--- src/sdli_pkg.sv ---
// How it works
// - low frame sync enables input shifting
// - sixteen bits sampled on falling clock edges
// - update strobe low copies all data registers
// - update low at sixteenth edge autoupdates
// - clear forces main dacs to cleared code
// - clear also resets every sub dac
// - power down low enters low power mode
// - external reference selected per channel by control word bit 0
package sdli_pkg;
  localparam int          WORD_BITS    = 16;              // serial word length
  localparam int          CODE_BITS    = 10;              // dac code width
  localparam int          SUB_BITS     = 4;               // sub dac trim width
  localparam int          ADDR_LSB     = 12;              // channel address field position
  localparam int          ADDR_BITS    = 3;               // channel address width
  localparam int          CTRL_BIT     = 11;              // set: control word, clear: data word
  localparam int          REFSEL_BIT   = 0;               // control word: external ref select
  localparam int          CLRSEL_BIT   = 1;               // control word: clear to bias/16
  localparam int          SUB_LSB      = 2;               // control word: sub dac field
  localparam logic [9:0]  CLEAR_CODE   = 10'h200;         // cleared code, bias level
  localparam logic [9:0]  CLEAR_CODE16 = 10'h020;         // cleared code, bias/16 level
  localparam logic [9:0]  RESET_CODE   = 10'h200;         // value after reset
  localparam logic [3:0]  SUB_RESET    = 4'h0;            // sub dac after reset or clear
  localparam logic [4:0]  EDGE_LAST    = 5'h10;           // sixteenth falling edge count
  localparam int          FIFO_DEPTH   = 8;               // word buffer depth
endpackage

--- src/sdli_top.sv ---
`timescale 1ns/100ps
`default_nettype none
// word fifo with valid and ready on both sides
module sdli_fifo #(
  parameter int W = 16,
  parameter int D = 8
) (
  input  wire logic         clk_i,
  input  wire logic         resetn_i,
  input  wire logic         in_valid_i,
  output logic              in_ready_o,
  input  wire logic [W-1:0] in_data_i,
  output logic              out_valid_o,
  input  wire logic         out_ready_i,
  output logic [W-1:0]      out_data_o
);
  localparam int AW = $clog2(D);   // pointer width without the wrap bit
  // elaboration check: pointer wrap needs a power of two depth
  if (D < 2 || (1 << AW) != D) begin : g_bad_depth
    $error("fifo depth must be a power of two");
  end
  // elaboration check: a word needs at least one bit
  if (W < 1) begin : g_bad_width
    $error("fifo width must be at least one");
  end
  logic [W-1:0] mem [D];   // word storage
  logic [AW:0]  wr_ptr;    // write pointer with wrap bit
  logic [AW:0]  rd_ptr;    // read pointer with wrap bit
  wire          push = in_valid_i && in_ready_o;
  wire          pop  = out_valid_o && out_ready_i;
  wire          full = (wr_ptr[AW] != rd_ptr[AW]) && (wr_ptr[AW-1:0] == rd_ptr[AW-1:0]);
  // fill side refuses when full, drain side shows the oldest word
  assign in_ready_o  = !full;
  assign out_valid_o = (wr_ptr != rd_ptr);
  assign out_data_o  = mem[rd_ptr[AW-1:0]];
  // storage write
  always_ff @(posedge clk_i) begin
    if (push) mem[wr_ptr[AW-1:0]] <= in_data_i;
  end
  // pointers
  always_ff @(posedge clk_i) begin
    if (!resetn_i) begin
      wr_ptr <= '0;
      rd_ptr <= '0;
    end else begin
      if (push) wr_ptr <= wr_ptr + 1'b1;
      if (pop)  rd_ptr <= rd_ptr + 1'b1;
    end
  end
endmodule

// serial dac load interface, device side
module sdli_top
#(
  parameter int CHANNELS = 8
) (
  input  wire logic                  clk_i,
  input  wire logic                  resetn_i,
  input  wire logic                  frame_sync_n_i,
  input  wire logic                  serial_clock_in_i,
  input  wire logic                  serial_data_in_i,
  input  wire logic                  dac_update_n_i,
  input  wire logic                  async_clear_n_i,
  input  wire logic                  power_down_n_i,
  output logic [CHANNELS*sdli_pkg::CODE_BITS-1:0] dac_code_o,
  output logic [CHANNELS*sdli_pkg::SUB_BITS-1:0]  sub_code_o,
  output logic [CHANNELS-1:0]        ext_ref_sel_o,
  output logic                       low_power_o,
  output logic                       word_done_o
);
  import sdli_pkg::*;
  // elaboration check: the address field reaches eight channels at most
  if (CHANNELS < 1 || CHANNELS > (1 << ADDR_BITS)) begin : g_bad_channels
    $error("channels must be 1 to 8");
  end
  // two-flop synchronisers: fs, sclk, serial_data_in, update, clear, power down
  logic [5:0] sync1;
  logic [5:0] sync2;
  logic       sclk_d;          // previous synced serial clock
  always_ff @(posedge clk_i) begin
    if (!resetn_i) begin
      sync1  <= 6'h3b;
      sync2  <= 6'h3b;
      sclk_d <= 1'b1;          // idle level, so no false edge after reset
    end else begin
      sync1  <= {power_down_n_i, async_clear_n_i, dac_update_n_i,
                 serial_data_in_i, serial_clock_in_i, frame_sync_n_i};
      sync2  <= sync1;
      sclk_d <= sync2[1];
    end
  end
  wire fs_n     = sync2[0];
  wire sclk     = sync2[1];
  wire serial_data_in     = sync2[2];
  wire upd_n    = sync2[3];
  wire clr_n    = sync2[4];
  wire pd_n     = sync2[5];
  wire sclk_fall = sclk_d && !sclk;
  wire shift_en  = !fs_n && sclk_fall;

  // input shift register and edge counter
  logic [WORD_BITS-1:0] shreg;
  logic [4:0]           edge_cnt;
  wire  [WORD_BITS-1:0] next_shreg = {shreg[WORD_BITS-2:0], serial_data_in};
  wire                  last_edge  = shift_en && (edge_cnt == EDGE_LAST - 5'h01);
  // frame high drops a partial word and restarts the count
  always_ff @(posedge clk_i) begin
    if (!resetn_i || fs_n) begin
      edge_cnt <= 5'h00;
    end else if (shift_en && edge_cnt != EDGE_LAST) begin
      shreg    <= next_shreg;
      edge_cnt <= edge_cnt + 5'h01;
    end
  end
  // word goes into fifo with its update sample as bit 16
  logic        push_pend;
  logic [16:0] push_word;
  wire         fifo_in_ready;
  wire         fifo_out_valid;
  wire [16:0]  fifo_out_data;
  // pending word waits for the fifo; a new word wins over the clear
  always_ff @(posedge clk_i) begin
    if (!resetn_i) begin
      push_pend <= 1'b0;
      push_word <= 17'h00000;
    end else if (last_edge) begin
      push_pend <= 1'b1;
      push_word <= {!upd_n, next_shreg};
    end else if (fifo_in_ready) begin
      push_pend <= 1'b0;
    end
  end
  // drain side always ready, so the buffer never stalls the link
  sdli_fifo #(.W(17), .D(FIFO_DEPTH)) u_fifo (
    .clk_i       (clk_i),
    .resetn_i    (resetn_i),
    .in_valid_i  (push_pend),
    .in_ready_o  (fifo_in_ready),
    .in_data_i   (push_word),
    .out_valid_o (fifo_out_valid),
    .out_ready_i (1'b1),
    .out_data_o  (fifo_out_data)
  );
  // decode of popped word
  wire [ADDR_BITS-1:0] w_addr = fifo_out_data[ADDR_LSB +: ADDR_BITS];
  wire                 w_ctrl = fifo_out_data[CTRL_BIT];
  wire                 w_auto = fifo_out_data[16];
  wire [CODE_BITS-1:0] w_code = fifo_out_data[CODE_BITS-1:0];
  // update: pin level, or the auto flag carried along with the word
  wire                 update = !upd_n || (fifo_out_valid && w_auto);

  // per channel data, dac, sub and control registers
  logic [CODE_BITS-1:0] data_reg [CHANNELS];
  logic [CODE_BITS-1:0] dac_reg  [CHANNELS];
  logic                 clr16    [CHANNELS];
  // a data word arriving during an update goes straight to its dac
  genvar g;
  generate
    for (g = 0; g < CHANNELS; g++) begin : g_ch
      wire hit = fifo_out_valid && (w_addr == ADDR_BITS'(g));
      always_ff @(posedge clk_i) begin
        if (!resetn_i) begin
          data_reg[g] <= RESET_CODE;
          dac_reg[g]  <= RESET_CODE;
          clr16[g]    <= 1'b0;
          sub_code_o[g*SUB_BITS +: SUB_BITS] <= SUB_RESET;
          ext_ref_sel_o[g] <= 1'b0;
        end else if (!clr_n) begin
          // clear is synchronised: it lands two to three clocks after the pin
          dac_reg[g] <= clr16[g] ? CLEAR_CODE16 : CLEAR_CODE;
          sub_code_o[g*SUB_BITS +: SUB_BITS] <= SUB_RESET;
        end else begin
          if (hit && !w_ctrl) data_reg[g] <= w_code;
          if (hit && w_ctrl) begin
            ext_ref_sel_o[g] <= fifo_out_data[REFSEL_BIT];
            clr16[g]         <= fifo_out_data[CLRSEL_BIT];
            sub_code_o[g*SUB_BITS +: SUB_BITS] <= fifo_out_data[SUB_LSB +: SUB_BITS];
          end
          if (update) dac_reg[g] <= (hit && !w_ctrl) ? w_code : data_reg[g];
        end
      end
      assign dac_code_o[g*CODE_BITS +: CODE_BITS] = dac_reg[g];
    end
  endgenerate
  // power down and word strobe
  always_ff @(posedge clk_i) begin
    if (!resetn_i) begin
      low_power_o <= 1'b0;
      word_done_o <= 1'b0;
    end else begin
      low_power_o <= !pd_n;
      word_done_o <= last_edge;
    end
  end

  // checks on the guarded logic
  a_shift_gated: assert property (@(posedge clk_i) disable iff (!resetn_i)
    fs_n |=> edge_cnt == 5'h00) else $error("edge count not reset by frame");
  a_word_len: assert property (@(posedge clk_i) disable iff (!resetn_i)
    edge_cnt <= EDGE_LAST) else $error("edge count beyond word");
  a_update_copy: assert property (@(posedge clk_i) disable iff (!resetn_i)
    (!upd_n && clr_n && !fifo_out_valid) |=> dac_reg[0] == $past(data_reg[0]))
    else $error("update did not copy");
  a_auto_upd: assert property (@(posedge clk_i) disable iff (!resetn_i)
    (last_edge && !upd_n) |=> push_word[16]) else $error("auto flag lost");
  a_clear_main: assert property (@(posedge clk_i) disable iff (!resetn_i)
    !clr_n |=> (dac_reg[0] == CLEAR_CODE || dac_reg[0] == CLEAR_CODE16))
    else $error("clear code wrong");
  a_clear_sub: assert property (@(posedge clk_i) disable iff (!resetn_i)
    !clr_n |=> sub_code_o[SUB_BITS-1:0] == SUB_RESET) else $error("sub not cleared");
  a_power_down: assert property (@(posedge clk_i) disable iff (!resetn_i)
    !pd_n |=> low_power_o) else $error("low power not entered");
  a_word_strobe: assert property (@(posedge clk_i) disable iff (!resetn_i)
    last_edge |=> word_done_o ##1 !word_done_o) else $error("word strobe wrong");
  a_ref_hold: assert property (@(posedge clk_i) disable iff (!resetn_i)
    !fifo_out_valid |=> $stable(ext_ref_sel_o)) else $error("ref select moved");
  c_word: cover property (@(posedge clk_i) disable iff (!resetn_i) word_done_o);
  c_auto: cover property (@(posedge clk_i) disable iff (!resetn_i) fifo_out_valid && w_auto);
  c_clear: cover property (@(posedge clk_i) disable iff (!resetn_i) !clr_n);
  // strobed update with no word in flight, and low power entry
  c_strobe: cover property (@(posedge clk_i) disable iff (!resetn_i) !upd_n && !fifo_out_valid);
  c_power: cover property (@(posedge clk_i) disable iff (!resetn_i) low_power_o);
endmodule
`default_nettype wire

--- config.mk ---
export PLATFORM = sky130hd
export DESIGN_NAME = sdli_top
export DESIGN_NICKNAME = d
export VERILOG_FILES = /design/src/sdli_pkg.sv /design/src/sdli_top.sv
export SDC_FILE = /design/constraint.sdc
export NUM_CORES = 1
export LEC_CHECK = 0
export BUFFER_PORTS_ARGS = -buffer_cell sky130_fd_sc_hd__buf_4
export CELL_PAD_IN_SITES_DETAIL_PLACEMENT = 0
export CELL_PAD_IN_SITES_GLOBAL_PLACEMENT = 1
export CORE_MARGIN = 2
export CORE_UTILIZATION = 25
export DETAILED_ROUTE_END_ITERATION = 8
export PLACE_DENSITY = 0.51
export SETUP_SLACK_MARGIN = 0.02
export SLEW_MARGIN = 40
export SYNTH_ARGS = -nofsm -noshare
export SYNTH_HDL_FRONTEND = slang
export SYNTH_HIERARCHICAL = 1
export SYNTH_SLANG_ARGS = --single-unit
export TNS_END_PERCENT = 5
--- constraint.sdc ---
create_clock -name clk_i -period 4.6 [get_ports clk_i]
set_clock_uncertainty 0.05 [all_clocks]
set_input_delay 0.92 -clock clk_i [delete_from_list [all_inputs] [get_ports clk_i]]
set_output_delay 0.92 -clock clk_i [all_outputs]
set_load 0.1 [all_outputs]
### Yosys cells after proc, flatten, opt, wreduce, memory -nomap -nowiden

Memory sizes are Yosys's and may differ from the RTL's. A register that Yosys moved wholly into a read port is not among the register bits.
Index checks and enable logic that the tools add are counted.
Widths: inputs -> output; s select.

* add/subtract/negate cells: 3
* equal/unequal tests: 13
* multiplexer cells: 126
* bitwise logic cells: 33
* reductions and logical operators: 51

Operators by type and width (number)
* $mux 10: 40
* $mux 1: 84
* $or 1x1->1: 32
* $logic_and 1x1->1: 31
* $reduce_and 2->1: 10
* $eq 3x3->1 const B: 4
* $add 4x1->4 const B: 2
* $logic_not 1->1: 7
* $eq 3x2->1 const B: 2
* $mux 3: 2
* $add 5x1->5 const B: 1
* $eq 5x4->1 const B: 1
* $ne 5x5->1 const B: 1
* $ne 4x4->1: 1
* $eq 3x1->1 const B: 1
* $eq 3x3->1: 1
* $logic_not 3->1: 1
* $logic_or 1x1->1: 2
* $ne 2x2->1 const B: 1
* $ne 1x1->1: 1
* $not 1->1: 1

* flip-flop bits (word level): 101
* RAM bits: 304
* bits of input ports: 8
* output and inout port bits: 122
* logic and storage cells: 257
* memories: 4

Memory list
* u_fifo.mem: depth 8, width 17, rd ports 1, clocked after memory_dff 1, write ports 1, RTL line sdli_top.sv:26 `logic [W-1:0] mem [D];`
* dac_reg: depth 8, width 10, rd ports 8, clocked after memory_dff 0, write ports 8, RTL line sdli_top.sv:154 `logic [CODE_BITS-1:0] dac_reg [CHANNELS];`
* data_reg: depth 8, width 10, rd ports 8, clocked after memory_dff 0, write ports 8, RTL line sdli_top.sv:153 `logic [CODE_BITS-1:0] data_reg [CHANNELS];`
* clr16: depth 8, width 1, rd ports 8, clocked after memory_dff 0, write ports 8, RTL line sdli_top.sv:155 `logic clr16 [CHANNELS];`

### Depth between registers and ports, before layout

* depth after elaboration: 8
* mapped depth: 9

### Hierarchy

The synthesis kept the hierarchy.

By module, submodules not included
* sdli_top: times used 1, cells an instance 974, area each 10651.5 µm², sequential area each 7046.8 µm²
* sdli_fifo: times used 1, cells an instance 281, area each 6012.0 µm², sequential area each 4304.1 µm²

### Worst setup path before layout

Ideal clock, no wire load.

* path kind: reg2reg
* from: register u_fifo.wr_ptr[0]
* to: memory u_fifo.mem[4][0], enable pin
* setup time: 0.441 ns
* data arrival time: 2.841 ns
* slack: 1.268 ns
* cell stages (with the launch flop): 5
* buffers on the path: 1
* period minus slack after synthesis: 3.332 ns
* cell sequence: dfxtp_1 -> buf_2 -> xor2_2 -> o41ai_4 -> nor4b_1

* cells in the longest elaborated chain, start to end: 6

RTL lines
* start, declared: RTL line sdli_top.sv:27 `logic [AW:0] wr_ptr;`
* start signal, assigned: RTL line sdli_top.sv:46 `if (push) wr_ptr <= wr_ptr + 1'b1;`
* $eq 3x3->1: RTL line sdli_top.sv:31 `wire full = (wr_ptr[AW] != rd_ptr[AW]) && (wr_ptr[AW-1:0] == rd_ptr[AW-1:0]);`
* $logic_and 1x1->1: RTL line sdli_top.sv:31
* $logic_not 1->1: RTL line sdli_top.sv:33 `assign in_ready_o = !full;`
* $logic_and 1x1->1: RTL line sdli_top.sv:29 `wire push = in_valid_i && in_ready_o;`
* $mux 1: RTL line sdli_top.sv:38 `if (push) mem[wr_ptr[AW-1:0]] <= in_data_i;`
* $mux 1 (implied by the code): RTL line sdli_top.sv:38
* end, declared: RTL line sdli_top.sv:26

Several ways; a longest one is shown, not always the timed one.

==> metrics.md <==
| Metric | Value |
|---|---|
| Status | completed |
| Placed cells | 2139 |
| Leak | 0.00645 uW |
| Worst path bufs/invs | 1 |
| Global placement routability congestion | 0.760 |
| CP top delay family | simple AND/OR/NAND/NOR gates |
| Final instance area | 19500 um^2 |
| DR DRC count | 0 |
| Pre-antenna DRT Iters | 5 |
| R2R Setup Slk | 0.87 ns |
| Synth-to-Final Area Change | 22.0% |
| DR vias | 10400 |
| TritonCTS buffer count | 42 |
| Met1 usage | 18.7% |
| Slowest cell on crit path | and3_1 |
| Std-Cell Rows | 92 |
| Most frequent cells in the layout | edfxtp_1 (301), buf_4 (177), nand3_1 (132), a21oi_1 (100), o21ai_0 (94) |
| Synth warnings | 6 |
| Critical Path Source Type | register |
| Met2 Usage GRT | 21.4% |
| Hold path depth | 1 |
| IO Port Bufs | 129 |
| Critical path type | reg2reg |
| Post-CTS resize count | 0 |
| DR iter-0 viols | 746 |
| Antenna Cells | 0 |
| Number of I/O pins | 130 |
| DP Area | 18000 um^2 |
| Fin crit period | 3.73 ns |
| Pin count of the biggest net entering global routing | 47 |
| WL per Instance | 20.4 um |
| Worst Tran Pin Value | 0.826 ns |
| Initial antenna violation count | 2 |
| Fin cells | 2217 |
| Die area | 65900 um^2 |
| Maxcap violations | 0 |
| Vias per inst | 4.70 |
| Die width | 257 um |
| Met3 Use GR | 2.46% |
| Most common cell after layout, fill and taps aside | edfxtp_1 |
| Crit path top cell by count | nand2_1 |
| Post-DP HPWL | 29000 um |
| Cts hold-fix bufs | 0 |
| Core Util, Final | 30.9% |
| Power Dens Cells | 461 nW/um^2 |
| Syn Std Cell Area | 16000 um^2 |
| Worst path arrival time | 3.95 ns |
| Max reg flops | 120 |
| Unrepaired setup endpoints after global routing | no |
| Initial Utilization | 25.3% |
| Worst Hold Class | reg2reg |
| Max Fanout on Critical Path | 20 |
| CTS tree | built |
| Gate Count Post-Synth | 1224 |
| Worst Path Required | 4.81 ns |
| Filler cell count | 6397 |
| Final Hold Fails | 0 |
| Reg2Reg Depth | 7 |
| Core Area | 63100 um^2 |
| Worst-Skew Late Latency | 0.58 ns |
| CP Depth | 7 |
| Total gr overflow | 0 |
| Vias in the first global route | 10100 |
| Routed Antenna Nets | 0 |
| Die Y | 257 um |
| Setup TNS Final | 0 ns |
| Cells along the critical path | xor2_2, nor3_1, nand2_1, and3_1, nand2_1, o21ai_0, buf_4 |
| VDD IR-drop max | 0.000232 V |
| Most used routing layer | met2 |
| Slew Limit Fails | 0 |
| All-layer global routing usage | 13.5% |
| Period Utilization, post-route | 81.2% |
| Final setup viols | 0 |
| Longest Clk Path Bufs | 3 |
| Post-CTS Setup Bufs | 0 |
| Nets | 1350 |
| WHS | 0.335 ns |
| Mapped Avg Cell Area | 13.0 um^2 |
| Root Buffer | clkbuf_16 |
| WL final | 45200 um |
| CP peak stage delay | 0.73 ns |
| H-tree Lvls | 2 |
| First-pass GRT wire length | 67000 um |
| Share of layout cells above drive strength 1 | 22.1% |
| Top achievable clock speed | 0.268 GHz |
| Setup crit end kind | register |
| Worst-path clk slew | 0.06 ns |
| Clock sinks | 389 |
| Max_slew headroom | 44.8% |
final timing paths:
check | startpoint | endpoint
min reg2reg | sync2[5]$_SDFF_PN1_ | low_power_o$_SDFF_PN0_
max reg2reg | u_fifo/wr_ptr[0]$_SDFFE_PN0P_ | data_reg[0][36]$_SDFFCE_PN0P_
max | u_fifo/wr_ptr[0]$_SDFFE_PN0P_ | data_reg[0][36]$_SDFFCE_PN0P_
min | sync2[5]$_SDFF_PN1_ | low_power_o$_SDFF_PN0_
power breakdown:
group          leakage [uW]  internal [uW]  switching, uW
logic               0.00210            299           1120
registers           0.00363           3910           57.6
clock network      0.000717           2160           1430
total               0.00645           6370           2610
routing by layer:
metal / vias to the layer above / wire [um]
met3: 74 / 2340
met2: 307 / 20800
met1: 5230 / 20900
met5: - / 13
met4: 2 / 1150
li1: 4811 / -
metrics by stage:
| step | power (uW) | worst slack [ns] |
|---|---|---|
| floorplan | 5050 | 1.39 |
| global placement | 5460 | 1.08 |
| detailed placement | 5470 | 0.916 |
| CTS | 9100 | 0.899 |
| global route | 9310 | 0.554 |
| finish | 8980 | 0.865 |
area by class of cell:
class	instances	area, um^2	area share, %
clock buffers	53	1130	5.81
clock inverters	25	358	1.84
inverters	6	22.5	0.116
multi-input cells	718	4730	24.3
flip-flops and latches	389	10800	55.5
well taps	846	1060	5.43
repair buffers	180	1370	7.04
Power figures use the tool's default switching activity.
